<file path="src/mulp_pkg.sv">
// Purpose: Shared constants and types for the pipelined integer multiplier.
// Assumes: One clock (pclk); registers reached over APB with 32-bit data.
// Notes:   Register offsets are byte addresses; each register is one aligned word.
//
// Notes on behaviour
// - Two operands, each with its own width parameter; output is their product.
// - Each operand width may be anything from 1 to 256 bits.
// - Second operand may be a fixed constant chosen at build time.
// - Operands are both unsigned or both two's complement, chosen at build time.
// - Optional output pipeline of N cycles, default zero; N>0 needs running clock.
// - Clock enable high advances the pipeline while the run bit is set, low holds it; unconnected means 1.
// - Asynchronous clear zeroes every pipeline stage at once, without a clock edge.
// - Synchronous clear zeroes every pipeline stage at the next clock edge.
// - A result narrower than the full product keeps only the top bits.
package mulp_pkg;

    typedef enum logic {
        MULP_UNSIGNED = 1'b0,
        MULP_SIGNED   = 1'b1
    } mulp_sign_t;

    localparam int WIDTH_MIN       = 1;
    localparam int WIDTH_MAX       = 256;
    localparam int DEF_A_WIDTH     = 16;
    localparam int DEF_B_WIDTH     = 16;
    localparam int DEF_LATENCY     = 0;

    localparam int APB_AW          = 8;
    localparam int APB_DW          = 32;

    localparam logic [APB_AW-1:0] OFS_CTRL      = 8'h00;
    localparam logic [APB_AW-1:0] OFS_STATUS    = 8'h04;
    localparam logic [APB_AW-1:0] OFS_RESULT_LO = 8'h08;

    localparam int CTRL_RUN_BIT    = 0;
    localparam int CTRL_CLEAR_BIT  = 1;
    localparam int STAT_ENABLE_BIT = 0;
    localparam int STAT_CLEAR_BIT  = 1;

    localparam logic CTRL_RUN_RESET = 1'b1;

endpackage

</file>
<file path="src/mulp_pipe.sv">
// Purpose: Output pipeline of configurable depth with enable and two clears.
// Assumes: Depth zero means a plain wire from input to output.
// Notes:   Synchronous clear wins over a low enable.
module mulp_pipe #(
    parameter int WIDTH   = 32,
    parameter int LATENCY = 0
) (
    input  wire logic             clk,     // Pipeline clock
    input  wire logic             rst_n,   // Asynchronous reset, active low
    input  wire logic             aclr,    // Asynchronous clear, active high
    input  wire logic             en,      // Advance enable
    input  wire logic             sclr,    // Synchronous clear
    input  wire logic [WIDTH-1:0] din,     // Stage input
    output logic      [WIDTH-1:0] dout     // Last stage output
);
    import mulp_pkg::*;

    if (LATENCY == 0) begin : g_comb
        assign dout = din;
    end else begin : g_pipe
        logic [WIDTH-1:0] chain [LATENCY+1];
        assign chain[0] = din;
        for (genvar g = 0; g < LATENCY; g++) begin : g_stage
            logic [WIDTH-1:0] stg_reg;
            logic [WIDTH-1:0] stg_next;
            always_comb begin
                if (sclr) begin
                    stg_next = '0;
                end else if (en) begin
                    stg_next = chain[g];
                end else begin
                    stg_next = stg_reg;
                end
            end
            always_ff @(posedge clk or negedge rst_n or posedge aclr) begin
                if (!rst_n || aclr) begin
                    stg_reg <= '0;
                end else begin
                    stg_reg <= stg_next;
                end
            end
            assign chain[g+1] = stg_reg;

            AST_STAGE_ADVANCE: assert property (@(posedge clk) disable iff (!rst_n || aclr)
                (en && !sclr) |=> (stg_reg == $past(chain[g])))
                else $error("Pipeline stage did not take its input");
        end
        assign dout = chain[LATENCY];
    end
endmodule

</file>
<file path="src/mulp_top.sv">
// Purpose: Parameterised integer multiplier with output pipeline and APB control.
// Assumes: Operands and clears come from logic on pclk; no pin synchronisers.
// Notes:   With zero latency the result is combinational from the operands.
//
// The APB register port and the placing of the registers are this design's own decisions.
module mulp_top #(
    parameter int                   OPERAND_A_WIDTH = mulp_pkg::DEF_A_WIDTH,
    parameter int                   OPERAND_B_WIDTH = mulp_pkg::DEF_B_WIDTH,
    parameter int                   PRODUCT_WIDTH   = OPERAND_A_WIDTH + OPERAND_B_WIDTH,
    parameter mulp_pkg::mulp_sign_t SIGN_MODE       = mulp_pkg::MULP_UNSIGNED,
    parameter bit                   CONST_B_EN      = 1'b0,
    parameter logic [OPERAND_B_WIDTH-1:0] CONST_B_VALUE = '0,
    parameter int                   LATENCY         = mulp_pkg::DEF_LATENCY
) (
    input  wire logic                        pclk,       // Clock, 125 MHz
    input  wire logic                        presetn,    // Async reset, active low
    input  wire logic [mulp_pkg::APB_AW-1:0] paddr,      // APB byte address
    input  wire logic                        psel,       // APB select
    input  wire logic                        penable,    // APB access phase
    input  wire logic                        pwrite,     // APB write
    input  wire logic [mulp_pkg::APB_DW-1:0] pwdata,     // APB write data
    output logic      [mulp_pkg::APB_DW-1:0] prdata,     // APB read data
    output logic                             pready,     // APB ready
    output logic                             pslverr,    // APB error
    input  wire logic [OPERAND_A_WIDTH-1:0]  operand_a,  // First operand
    input  wire logic [OPERAND_B_WIDTH-1:0]  operand_b,  // Second operand
    input  wire logic                        clken = 1'b1, // Pipeline enable
    input  wire logic                        aclr,       // Async clear, high
    input  wire logic                        sclr,       // Sync clear, high
    output logic      [PRODUCT_WIDTH-1:0]    result      // Product
);
    import mulp_pkg::*;

    localparam int FULL_W = OPERAND_A_WIDTH + OPERAND_B_WIDTH;

    if (OPERAND_A_WIDTH < WIDTH_MIN || OPERAND_A_WIDTH > WIDTH_MAX ||
        OPERAND_B_WIDTH < WIDTH_MIN || OPERAND_B_WIDTH > WIDTH_MAX) begin : g_bad_width
        $error("Operand width outside 1 to 256");
    end

    // Operand selection and product
    logic [OPERAND_B_WIDTH-1:0] b_used;
    logic                       sgn;
    logic signed [OPERAND_A_WIDTH:0]   a_ext;
    logic signed [OPERAND_B_WIDTH:0]   b_ext;
    logic signed [FULL_W+1:0]          prod_ext;
    logic [FULL_W-1:0]                 full_prod;
    logic [PRODUCT_WIDTH-1:0]          trunc_prod;

    assign b_used = CONST_B_EN ? CONST_B_VALUE : operand_b;
    assign sgn    = (SIGN_MODE == MULP_SIGNED);

    // One extra bit per operand lets a single signed multiply serve both modes
    always_comb begin
        a_ext    = $signed({sgn & operand_a[OPERAND_A_WIDTH-1], operand_a});
        b_ext    = $signed({sgn & b_used[OPERAND_B_WIDTH-1], b_used});
        prod_ext = (FULL_W+2)'(a_ext) * (FULL_W+2)'(b_ext);
        full_prod = prod_ext[FULL_W-1:0];
    end

    if (PRODUCT_WIDTH <= FULL_W) begin : g_trunc
        assign trunc_prod = full_prod[FULL_W-1 -: PRODUCT_WIDTH];
    end else begin : g_wide
        assign trunc_prod = {{(PRODUCT_WIDTH-FULL_W){sgn & full_prod[FULL_W-1]}}, full_prod};
    end

    // Control register and pipeline qualifiers
    logic ctrl_run_reg;
    logic ctrl_run_next;
    logic soft_clr_reg;
    logic soft_clr_next;
    logic pipe_en;
    logic pipe_sclr;

    assign pipe_en   = clken & ctrl_run_reg;
    assign pipe_sclr = sclr | soft_clr_reg;

    mulp_pipe #(
        .WIDTH   (PRODUCT_WIDTH),
        .LATENCY (LATENCY)
    ) u_pipe (
        .clk   (pclk),
        .rst_n (presetn),
        .aclr  (aclr),
        .en    (pipe_en),
        .sclr  (pipe_sclr),
        .din   (trunc_prod),
        .dout  (result)
    );

    // APB slave: one wait state, answer registered
    logic              acc;
    logic              wr_done;
    logic              mapped;
    logic [APB_DW-1:0] rd_word;
    logic [APB_DW-1:0] res_word;
    logic [APB_DW-1:0] prdata_next;
    logic              pready_next;
    logic              pslverr_next;

    assign acc     = psel & penable;
    assign wr_done = acc & pready & pwrite & ~pslverr;

    always_comb begin
        res_word = '0;
        for (int i = 0; i < APB_DW; i++) begin
            if (i < PRODUCT_WIDTH) begin
                res_word[i] = result[i];
            end
        end
    end

    always_comb begin
        rd_word = '0;
        mapped  = 1'b1;
        unique case ({paddr[APB_AW-1:2], 2'b00})
            OFS_CTRL: begin
                rd_word[CTRL_RUN_BIT] = ctrl_run_reg;
            end
            OFS_STATUS: begin
                rd_word[STAT_ENABLE_BIT] = pipe_en;
                rd_word[STAT_CLEAR_BIT]  = aclr | pipe_sclr;
            end
            OFS_RESULT_LO: begin
                rd_word = res_word;
            end
            default: begin
                mapped = 1'b0;
            end
        endcase
    end

    always_comb begin
        pready_next  = acc & ~pready;
        pslverr_next = acc & ~pready & ~mapped;
        prdata_next  = prdata;
        if (acc && !pready) begin
            prdata_next = (mapped && !pwrite) ? rd_word : '0;
        end
    end

    // Clear bit is write-one, self-clearing after one cycle
    always_comb begin
        ctrl_run_next = ctrl_run_reg;
        soft_clr_next = 1'b0;
        if (wr_done && {paddr[APB_AW-1:2], 2'b00} == OFS_CTRL) begin
            ctrl_run_next = pwdata[CTRL_RUN_BIT];
            soft_clr_next = pwdata[CTRL_CLEAR_BIT];
        end
    end

    always_ff @(posedge pclk or negedge presetn) begin
        if (!presetn) begin
            prdata       <= '0;
            pready       <= 1'b0;
            pslverr      <= 1'b0;
            ctrl_run_reg <= CTRL_RUN_RESET;
            soft_clr_reg <= 1'b0;
        end else begin
            prdata       <= prdata_next;
            pready       <= pready_next;
            pslverr      <= pslverr_next;
            ctrl_run_reg <= ctrl_run_next;
            soft_clr_reg <= soft_clr_next;
        end
    end

    // Checks
    logic [FULL_W-1:0] ref_prod;
    logic [FULL_W-1:0] ref_const;
    always_comb begin
        if (SIGN_MODE == MULP_SIGNED) begin
            ref_prod  = FULL_W'($signed(operand_a)) * FULL_W'($signed(b_used));
            ref_const = FULL_W'($signed(operand_a)) * FULL_W'($signed(CONST_B_VALUE));
        end else begin
            ref_prod  = FULL_W'(operand_a) * FULL_W'(b_used);
            ref_const = FULL_W'(operand_a) * FULL_W'(CONST_B_VALUE);
        end
    end

    AST_FULL_PRODUCT: assert property (@(posedge pclk) disable iff (!presetn)
        full_prod == ref_prod)
        else $error("Full product differs from reference");

    AST_SIGN_MODE: assert property (@(posedge pclk) disable iff (!presetn)
        (sgn && (operand_a[OPERAND_A_WIDTH-1] ^ b_used[OPERAND_B_WIDTH-1]) &&
         operand_a != '0 && b_used != '0)
        |-> full_prod[FULL_W-1])
        else $error("Signed product of mixed signs is not negative");

    AST_WIDTH_RANGE: assert property (@(posedge pclk) disable iff (!presetn)
        OPERAND_A_WIDTH inside {[WIDTH_MIN:WIDTH_MAX]} &&
        OPERAND_B_WIDTH inside {[WIDTH_MIN:WIDTH_MAX]})
        else $error("Operand width out of range");

    AST_CONST_B: assert property (@(posedge pclk) disable iff (!presetn)
        CONST_B_EN |-> (full_prod == ref_const))
        else $error("Constant second operand not applied");

    AST_TRUNCATE: assert property (@(posedge pclk) disable iff (!presetn)
        (PRODUCT_WIDTH <= FULL_W) |->
        (trunc_prod == PRODUCT_WIDTH'(ref_prod >> (FULL_W - PRODUCT_WIDTH))))
        else $error("Result does not hold top product bits");

    AST_AUTO_WIDTH: assert property (@(posedge pclk) disable iff (!presetn)
        (PRODUCT_WIDTH == FULL_W) |-> (trunc_prod == ref_prod))
        else $error("Automatic width result is not the full product");

    if (LATENCY > 0) begin : g_pipe_checks
        // Ones mark edges at which every stage advanced; all ones means a clean path
        logic [LATENCY-1:0] adv_hist_reg;
        logic [LATENCY-1:0] adv_hist_next;

        always_comb begin
            adv_hist_next = LATENCY'({adv_hist_reg, pipe_en & ~pipe_sclr});
        end

        always_ff @(posedge pclk or negedge presetn or posedge aclr) begin
            if (!presetn || aclr) begin
                adv_hist_reg <= '0;
            end else begin
                adv_hist_reg <= adv_hist_next;
            end
        end

        AST_HOLD: assert property (@(posedge pclk) disable iff (!presetn || aclr)
            (!pipe_en && !pipe_sclr) |=> $stable(result))
            else $error("Result moved while disabled");

        AST_SYNC_CLEAR: assert property (@(posedge pclk) disable iff (!presetn || aclr)
            pipe_sclr |=> (result == '0))
            else $error("Synchronous clear did not zero result");

        AST_ASYNC_CLEAR: assert property (@(posedge pclk) disable iff (!presetn)
            aclr |-> (result == '0))
            else $error("Asynchronous clear did not zero result");

        AST_LATENCY_PATH: assert property (@(posedge pclk) disable iff (!presetn || aclr)
            (&adv_hist_reg) |-> (result == $past(trunc_prod, LATENCY)))
            else $error("Pipeline output is not the delayed product");
    end else begin : g_comb_checks
        AST_ZERO_LATENCY: assert property (@(posedge pclk) disable iff (!presetn)
            result == trunc_prod)
            else $error("Zero latency result not combinational");
    end

    AST_APB_ANSWER: assert property (@(posedge pclk) disable iff (!presetn)
        (acc && !pready) |=> (pready ##1 !pready))
        else $error("APB answer not one cycle after access");

    AST_CTRL_WRITE: assert property (@(posedge pclk) disable iff (!presetn)
        (wr_done && {paddr[APB_AW-1:2], 2'b00} == OFS_CTRL)
        |=> (ctrl_run_reg == $past(pwdata[CTRL_RUN_BIT])))
        else $error("Run bit not written");

    COV_SIGNED_NEG: cover property (@(posedge pclk) disable iff (!presetn)
        sgn && full_prod[FULL_W-1]);
    COV_HOLD: cover property (@(posedge pclk) disable iff (!presetn)
        !pipe_en ##1 !pipe_en ##1 pipe_en);
    COV_SCLR: cover property (@(posedge pclk) disable iff (!presetn) pipe_sclr);
    COV_APB_ERR: cover property (@(posedge pclk) disable iff (!presetn) pready && pslverr);
endmodule

</file>
<file path="config.mk">
export PLATFORM = sky130hd
export DESIGN_NAME = mulp_top
export DESIGN_NICKNAME = d
export VERILOG_FILES = /design/src/mulp_pkg.sv /design/src/mulp_pipe.sv /design/src/mulp_top.sv
export SDC_FILE = /design/constraint.sdc
export NUM_CORES = 1
export LEC_CHECK = 0
export BUFFER_PORTS_ARGS = -buffer_cell sky130_fd_sc_hd__clkbuf_2
export CAP_MARGIN = 10
export CORE_AREA = 2 2 174 176
export CTS_CLUSTER_SIZE = 10
export DETAILED_ROUTE_END_ITERATION = 16
export DIE_AREA = 0 0 176 178
export HOLD_SLACK_MARGIN = 0.06
export SKIP_LAST_GASP = 1
export SYNTH_ARGS = -nofsm -noshare
export SYNTH_HDL_FRONTEND = slang
export SYNTH_HIERARCHICAL = 1
export SYNTH_SLANG_ARGS = --single-unit
</file>
<file path="constraint.sdc">
create_clock -name pclk -period 8.5 [get_ports pclk]
set_clock_uncertainty 0.15 [all_clocks]
set_input_delay 1.7 -clock pclk [delete_from_list [all_inputs] [get_ports pclk]]
set_output_delay 1.7 -clock pclk [all_outputs]
set_load 0.01 [all_outputs]
</file>
# After elaboration in Yosys (flattened, before gate mapping)
# Cells that the tools add are included.
# classes
eq_ne	2
mux	6
bitwise_logic	12
reduce_logical	7
mul	1
# ops
op	n
multiplier 16 x 16 -> 32 bit	1
two-way mux 32 bit	1
two-way mux 30 bit	1
AND 1 bit	7
equality test 6 x 1 -> 1 bit (second input constant)	1
equality test 6 x 2 -> 1 bit (second input constant)	1
zero test 6 bit	1
logical AND 1 bit	3
NOT 1 bit	3
case mux 1 bit (3 select lines)	1
OR reduction 3 bit	1
zero test 1 bit	2
two-way mux 1 bit	2
bitwise OR 1 bit	2
case mux 1 bit (2 select lines)	1
# word_totals
inputBits	80
register_bits	36
word_cells	33

# Logic depth before layout (Yosys ltp)
# Gate-level depths: netlist (run 1).
# depth
word_depth	6
depth_mapped	24

# Cells and area by module
# The synthesis (run 1) kept the hierarchy.
# by_module_without_submodules
module	instances	cells_each	area_each_um2
mulp_top	1	1097	9978.3
mulp_pipe	1	32	240.2

# Worst setup path before layout (run 1)
# No wires, ideal clock.
# synth_path
kind	input to output
from	in operand_b[7]
to	out result[27]
path_slack_ns	-0.137
required_time_ns	6.650
n_path_buf	3
t_arrival_ns	6.787
stages	21
cell_sequence	clkbuf_1 -> nand2_1 -> fa_1 -> fa_1 -> inv_1 -> fa_1 -> fa_1 -> fa_1 -> inv_1 -> fa_1 -> inv_1 -> ha_1 -> buf_2 -> nand2_1 -> nor2_1 -> and2_1 -> nand4_1 -> o22a_1 -> a221oi_2 -> xor2_1 -> buf_4
# synth_via
elab_chain_len	1
# synth_rtl
item	line	source
start, declared	mulp_top.sv:26	input wire logic [OPERAND_B_WIDTH-1:0] operand_b,
multiplier 16 x 16 -> 32 bit	mulp_top.sv:57	prod_ext = (FULL_W+2)'(a_ext) * (FULL_W+2)'(b_ext);
end, declared	mulp_top.sv:30	output logic [PRODUCT_WIDTH-1:0] result
# Every way passes these cells.

# Worst setup path after layout (run 1)
# layout_path
from	in operand_a[6]
to	out result[27]
# layout_via
elab_chain_len	1
# layout_rtl
item	line	source
start, declared	mulp_top.sv:25	input wire logic [OPERAND_A_WIDTH-1:0] operand_a,
multiplier 16 x 16 -> 32 bit	mulp_top.sv:57	
# Every way passes these cells.

==> results of run 1 <==
==> path summary, 6_finish.rpt <==
kind / from / endpoint / slack (ns) / cells after the start
hold / removal: prdata[19]$_DFFE_PN0P_ / prdata[19]$_DFFE_PN0P_ / 0.35 / 1
setup / recovery: operand_a[6] / result[27] / -0.21 / 17
min in group asynchronous: presetn / prdata[30]$_DFFE_PN0P_ / 1.38 / 1
hold reg to reg: prdata[19]$_DFFE_PN0P_ / prdata[19]$_DFFE_PN0P_ / 0.35 / 1
setup reg to reg: pready$_DFF_PN0_ / prdata[20]$_DFFE_PN0P_ / 6.25 / 4
max in group asynchronous: presetn / prdata[11]$_DFFE_PN0P_ / 6.25 / 1
==> stage by stage <==
step           hold WS (ns)  setup slack, ns
5_1_grt               0.370           -0.402
4_1_cts               0.358           -0.273
3_5_place_dp          0.341           -0.612
3_3_place_gp          0.338           -0.622
2_1_floorplan         0.394         -0.00160
6_report              0.352           -0.212
==> worst max-delay path: stages <==
cell,delay (ns)
clkbuf_16,0.14
and2_4,0.16
fa_1,0.53
inv_1,0.05
fa_2,0.52
fa_1,0.40
inv_1,0.07
fa_1,0.46
fa_1,0.53
fa_1,0.54
ha_4,0.33
a21oi_2,0.07
a311o_1,0.37
o22a_1,0.26
a221oi_2,0.27
xor2_1,0.26
buf_2,0.18
==> what timing repair did <==
action,CTS,global route
gates resized for setup,166,134
pin swaps,65,54
endpoints found under the setup margin,21,21
buffers inserted,10,20
hold endpoints to repair,0,0
gates cloned,2,2
==> cell type report <==
type	instances	area, µm²	area share, %
timing repair buffer	273	2310	17.1
clock buffer	6	139	1.03
sequential	36	902	6.67
clock inverter	2	15.0	0.111
inverter	229	860	6.35
multi-input combinational	779	8820	65.2
tap	390	488	3.61
==> per-layer routing <==
metal | vias to the layer above | GRT usage, %
met4 | 0 | 2.31
li1 | 3819 | -
met5 | - | 0
met1 | 4266 | 22.7
met2 | 151 | 31.4
met3 | 25 | 1.62
==> cell usage in the layout (no fill, tap or decap), types with 9 or more instances in the layout <==
cell / instances
fa_1: 184
dfrtp_1: 35
clkbuf_2: 67
fa_2: 10
a21oi_2: 9
clkbuf_16: 17
inv_1: 213
nand2_1: 136
and2_1: 104
a22o_1: 30
and2_4: 22
ha_1: 88
buf_4: 117
inv_2: 16
buf_6: 43
nand2_2: 15
a21oi_1: 15
ha_4: 15
buf_2: 19
xnor2_1: 10
==> impl_metrics.toml, run 1 <==
[outcome]
outcome = "finished, violations left"
violations = "setup timing"

[final_layout]
syn_to_final_growth_pct = 32.5
nets = 1702
nFillCells = 2786
layout.cells.non_filler = 1715
top_register = "prdata"
final_util_pct = 46.0
largest_reg_flops = 32
antennaDiodeCount = 0
fin_area_um2 = 13500
layout-drive-gt1-share_pct = 33.1

[detailed_routing]
wire_per_inst_um = 15.5
wl_met2_mm = 13.9
wl_met3_um = 904
wl_met1_mm = 11.5
drt_iter0_drc = 394
drc = 0
dr_total_vias = 8261
dr.pass1.iters = 5
drt.antenna.violating_nets = 0
viasPerCell = 4.82
top_layer = "met4"
wirelength_mm = 26.6

[floorplan]
row_count = 63
dieWidth_um = 176
io_pins = 146
dieHeight_um = 178
die-area_um2 = 31300
initial_core_util_pct = 34.7
core_um2 = 29400

[cts]
hold_buffers = 0
cts_buffer_depth = 2
cts-root-buf = "clkbuf_16"
cts_tree = "yes"
clk_latency_ns = 0.28
cts_htree_levels = 2
cts_sinks = 36
numCtsBuffers = 5
path_clk_slew_ns = 0.05

[global_route]
globalRouteOverflowTotal = 0
grt_max_degree = 37
grt_use_total_pct = 17.2
antenna_found_initial = 0
grt_pass1_vias = 8730
grt_pass1_wl_mm = 43.5

[place]
dpl_cell_area_um2 = 11800
hpwl_mm = 22.0
place_inst = 1676
io_buffers = 113
gp_congestion = 0.819

[critical_path]
path_max_fanout = 7
endpoint_kind = "output pin"
path_class = "in2out"
required_ns = 6.65
start_kind = "primary input"
worstPathArrival_ns = 6.86

[logic_synthesis]
synth_fp_nets = 1506
synthesis.area_um2 = 10200
synthCells = 1128
ys_warn_count = 6
syn_avg_cell_area_um2 = 9.05

[sta]
slew_violations = 0
worstMarginPinSlew_ns = 1.05
post-route-period-util_pct = 102
setup_slack_ns = -0.212
layout_min_cycle_time_ns = 8.71
fin_tns_setup_ns = -1.47
finalSetupViolations = 12
slew_headroom_pct = 29.7
final-hold-violation-count = 0
max_freq_ghz = 0.115
rsz0062_at_grt = "true"

[flow_run]
maxCapViolCount = 0

[worst_hold_path]
min_path_type = "reg2reg"
Power of run 1 is not shown: default switching activity piles up to over one toggle a cycle in this logic, so the estimate is an artifact.
==> run 2, diff against run 1 <==
- CORE_AREA: 2 2 174 176 -> 4 4 176 178
- CTS_CLUSTER_DIAMETER: unset -> 150
- DIE_AREA: 0 0 176 178 -> 0 0 180 182
==> impl_metrics.toml, run 2 (synthesized netlist as in run 1, its figures left out) <==
[final_layout]
nFillCells = 2830
layout_common_cells = "215 x inv_1, 180 x fa_1, 143 x nand2_1"
final_util_pct = 45.4
final_common_cell = "inv_1"
multi_input_area_um2 = 8800
syn_to_final_growth_pct = 30.7
top_register = "prdata"
layout-drive-gt1-share_pct = 32.2
nets = 1698
antennaDiodeCount = 0
ff_latch_area_um2 = 902
largest_reg_flops = 32

[flow_run]
maxCapViolCount = 0

[cts]
cts-root-buf = "clkbuf_16"
clk_latency_ns = 0.28
numCtsBuffers = 5
hold_buffers = 0
path_clk_slew_ns = 0.06
cts_htree_levels = 2
cts_tree = "yes"
cts_sinks = 36
cts_buffer_depth = 2

[critical_path]
ff2ff_setup_slack_ns = 6.74
path_class = "in2out"
crit_chain = "clkbuf_8, nand2_2, fa_1, inv_1, fa_1, inv_1, fa_1, inv_1, fa_1, fa_1, inv_1, fa_1, inv_2, ha_4, nor2_1, a311o_1, buf_4, o21ai_4, a41oi_4, o31ai_2, xnor2_1, buf_4, buf_6"
max_stage_delay_ns = 0.53
path_max_fanout = 7
worstPathArrival_ns = 6.88
rr_endpoint = "prdata[20]$_DFFE_PN0P_"
required_ns = 6.65
endpoint_kind = "output pin"
start_kind = "primary input"
crit_top_cell = "fa_1"
rr_startpoint = "pready$_DFF_PN0_"
slowest_stage = "fa_1"
ff2ff_path_depth = 4
crit_start = "operand_b[7]"

[place]
io_buffers = 113
hpwl_mm = 22.1
gp_congestion = 0.836

[global_route]
grt_max_degree = 37
grt_pass1_vias = 8661
grt_pass1_wl_mm = 43.8
globalRouteOverflowTotal = 0
grt_use_total_pct = 16.0
antenna_found_initial = 0

[sta]
rsz0062_at_grt = "true"
slew_headroom_pct = 38.7
setup_slack_ns = -0.228
layout_min_cycle_time_ns = 8.73
slew_violations = 0
finalSetupViolations = 14
worstMarginPinSlew_ns = 0.919
post-route-period-util_pct = 103
max_freq_ghz = 0.115
final-hold-violation-count = 0

[detailed_routing]
viasPerCell = 4.76
wire_per_inst_um = 15.2
dr.pass1.iters = 6
wirelength_mm = 26.1
drt_iter0_drc = 375
drc = 0
drt.antenna.violating_nets = 0
dr_total_vias = 8143

[floorplan]
io_pins = 146
initial_core_util_pct = 34.7
dieHeight_um = 182
die-area_um2 = 32800
row_count = 63
core_um2 = 29400
dieWidth_um = 180

[worst_hold_path]
worstHoldEndpoint = "prdata[6]$_DFFE_PN0P_"
min-delay-start = "prdata[6]$_DFFE_PN0P_"
min_path_cells = 1
min_path_type = "reg2reg"

[outcome]
outcome = "finished, violations left"
violations = "setup timing"
-- run 2: critical path: cells and delay by family --
| kind | cells | cell delay [ns] |
|---|---|---|
| compound gates | 4 | 0.75 |
| xor+xnor | 1 | 0.15 |
| fa+ha+maj | 7 | 3.32 |
| buf+inv | 9 | 0.82 |
| simple gates | 2 | 0.12 |
-- run 2: final cells by class --
| type | count | share of cell area [%] |
|---|---|---|
| clock buffers | 6 | 1.04 |
| clock inverters | 2 | 0.113 |
| inverters | 229 | 6.44 |
| multi-input cells | 779 | 65.9 |
| flip-flops and latches | 36 | 6.76 |
| well taps | 390 | 3.66 |
| repair buffers | 269 | 16.1 |
-- run 2: how the worst max path moves through the flow --
stage	to	slack, ns	cells past startpoint
floorplan	result[27]	-0.002	22
global placement	result[27]	-0.55	19
detailed placement	result[27]	-0.62	19
CTS	result[27]	-0.31	20
global route	result[27]	-0.39	19
finish	result[31]	-0.23	23
-- run 2: stage by stage --
step / setup WS (ns) / setup TNS, ns / std cells / area [µm²] / hold WS, ns
finish: -0.228 / -1.67 / 1711 / 13300 / 0.351
global route: -0.387 / -4.68 / 1711 / 13300 / 0.375
CTS: -0.309 / -2.60 / 1697 / 12800 / 0.359
detailed placement: -0.619 / -8.10 / 1676 / 11800 / 0.344
global placement: -0.548 / -7.50 / 1676 / 11800 / 0.339
floorplan: -0.00160 / -0.00160 / 1128 / 10300 / 0.394
-- run 2: repair_timing --
action                                  4_1_cts  5_1_grt
cloned                                        2        0
resized for setup                           141      125
pin swaps                                    60       82
endpoints found under the setup margin       20       21
buffers inserted                             11       15
-- run 2: routing by layer --
layer	vias to the layer above	wire [µm]	share of wire, %	global-route usage [%]
met4	0	212	0.81	1.46
li1	3813	-	-	-
met2	138	13600	52	29.2
met3	19	970	3.7	2.22
met5	-	0	0	0
met1	4173	11300	43	21.0
Power of run 2 is left out for the same reason.
==> run 3, diff against run 2 <==
- CELL_PAD_IN_SITES_DETAIL_PLACEMENT: unset -> 1
- CELL_PAD_IN_SITES_GLOBAL_PLACEMENT: unset -> 1
- PLACE_DENSITY: unset -> 0.65
- clock period: 8.5 -> 8.8 ns (I/O delays scaled with it)
==> impl_metrics.toml, run 3 (synthesized netlist as in run 1, its figures left out) <==
[final_layout]
layout_common_cells = "221 x inv_1, 190 x fa_1, 159 x buf_4"
fin_area_um2 = 13200
syn_to_final_growth_pct = 29.6
nFillCells = 3416
top_register = "prdata"
largest_reg_flops = 32
layout-drive-gt1-share_pct = 30.2
nets = 1718
layout.cells.non_filler = 1732
final_common_cell = "inv_1"

[critical_path]
worstPathArrival_ns = 7.10
path_class = "in2out"
required_ns = 6.89
path_max_fanout = 6
max_stage_delay_ns = 0.54
start_kind = "primary input"
slowest_stage = "fa_1"
crit_chain = "buf_12, and2_4, fa_1, inv_1, fa_1, inv_2, fa_1, fa_1, fa_1, inv_2, fa_1, inv_2, ha_4, a21oi_4, o21ai_4, a31oi_4, o21ai_2, buf_4, a41oi_4, o31ai_2, xnor2_1, buf_4, buf_6"
endpoint_kind = "output pin"
crit_top_cell = "fa_1"

[cts]
cts_tree = "yes"
path_clk_slew_ns = 0.06
numCtsBuffers = 5
hold_buffers = 0
cts_sinks = 36
cts-root-buf = "clkbuf_16"
clk_latency_ns = 0.28
cts_buffer_depth = 2
cts_htree_levels = 2

[floorplan]
dieHeight_um = 182
initial_core_util_pct = 34.7
dieWidth_um = 180
row_count = 63
die-area_um2 = 32800
core_um2 = 29400
io_pins = 146

[detailed_routing]
dr.pass1.iters = 4
viasPerCell = 4.87
dr_total_vias = 8429
wire_per_inst_um = 17.6
drt_iter0_drc = 242
drc = 0
wirelength_mm = 30.4
drt.antenna.violating_nets = 0

[sta]
finalSetupViolations = 10
worstMarginPinSlew_ns = 0.917
hold_slack_ns = 0.353
final-hold-violation-count = 0
slew_headroom_pct = 38.8
layout_min_cycle_time_ns = 9.01
slew_violations = 0
setup_slack_ns = -0.205
max_freq_ghz = 0.111
rsz0062_at_grt = "true"
post-route-period-util_pct = 102

[outcome]
violations = "setup timing"
outcome = "finished, violations left"

[flow_run]
maxCapViolCount = 0

[place]
dpl_cell_area_um2 = 11800
hpwl_mm = 25.1
place_inst = 1681
io_buffers = 113
gp_congestion = 0.828

[global_route]
grt_pass1_vias = 9670
antenna_found_initial = 1
grt_max_degree = 37
grt_use_total_pct = 18.5
grt_pass1_wl_mm = 49.9
globalRouteOverflowTotal = 0

[worst_hold_path]
min_path_type = "reg2reg"
run 3: per-layer routing:
metal	track usage (%)	part of all wire, %	wire (µm)	vias to the layer above
met5	0	0	0	-
met2	35.8	55	16800	120
li1	-	-	-	3850
met3	1.98	2.7	816	38
met1	22.5	41	12400	4421
met4	2.96	1.5	450	0
run 3: repair_timing:
item | 4_1_cts | 5_1_grt
pin swaps | 62 | 46
gates cloned | 1 | 1
endpoints found under the setup margin | 21 | 20
buffers inserted | 25 | 15
gates resized for setup | 122 | 87
run 3: path summary, 6_finish.rpt:
path                                   startpoint                     end  slack [ns]  cells after the start
max                                  operand_b[4]              result[31]       -0.21                     23
min                        prdata[11]$_DFFE_PN0P_  prdata[11]$_DFFE_PN0P_        0.35                      1
max reg2reg                      pready$_DFF_PN0_   prdata[9]$_DFFE_PN0P_        7.14                      4
min reg2reg                prdata[11]$_DFFE_PN0P_  prdata[11]$_DFFE_PN0P_        0.35                      1
max in group asynchronous                 presetn        pready$_DFF_PN0_        6.47                      1
min in group asynchronous                 presetn  prdata[30]$_DFFE_PN0P_        1.45                      1
run 3: critical path: cells and delay by family:
kind	cells	cell delay [ns]
and+or+nand+nor	1	0.15
adders and majority gates	7	3.38
xor gates and xnor gates	1	0.20
AOI/OAI and AO/OA	6	0.86
buffers and inverters	8	0.72
run 3: area by class of cell:
| type | count | area, µm² | share of cell area (%) |
|---|---|---|---|
| multi-input cells | 779 | 8610 | 65.0 |
| repair buffers | 289 | 2220 | 16.8 |
| flip-flops and latches | 36 | 902 | 6.81 |
| inverters | 229 | 860 | 6.49 |
| well taps | 390 | 488 | 3.69 |
| clock buffers | 8 | 156 | 1.18 |
| diodes | 1 | 2.50 | 0.0189 |
run 3: metrics by stage:
step	setup TNS (ns)	utilization (%)	setup slack [ns]
final	-0.992	45.0	-0.205
after global placement	-5.38	40.3	-0.503
after floorplan	0	-	0.0433
after CTS	-0.791	43.6	-0.221
after global routing	-3.56	45.0	-0.377
after detailed placement	-6.93	40.3	-0.597
Power of run 3 is left out for the same reason.
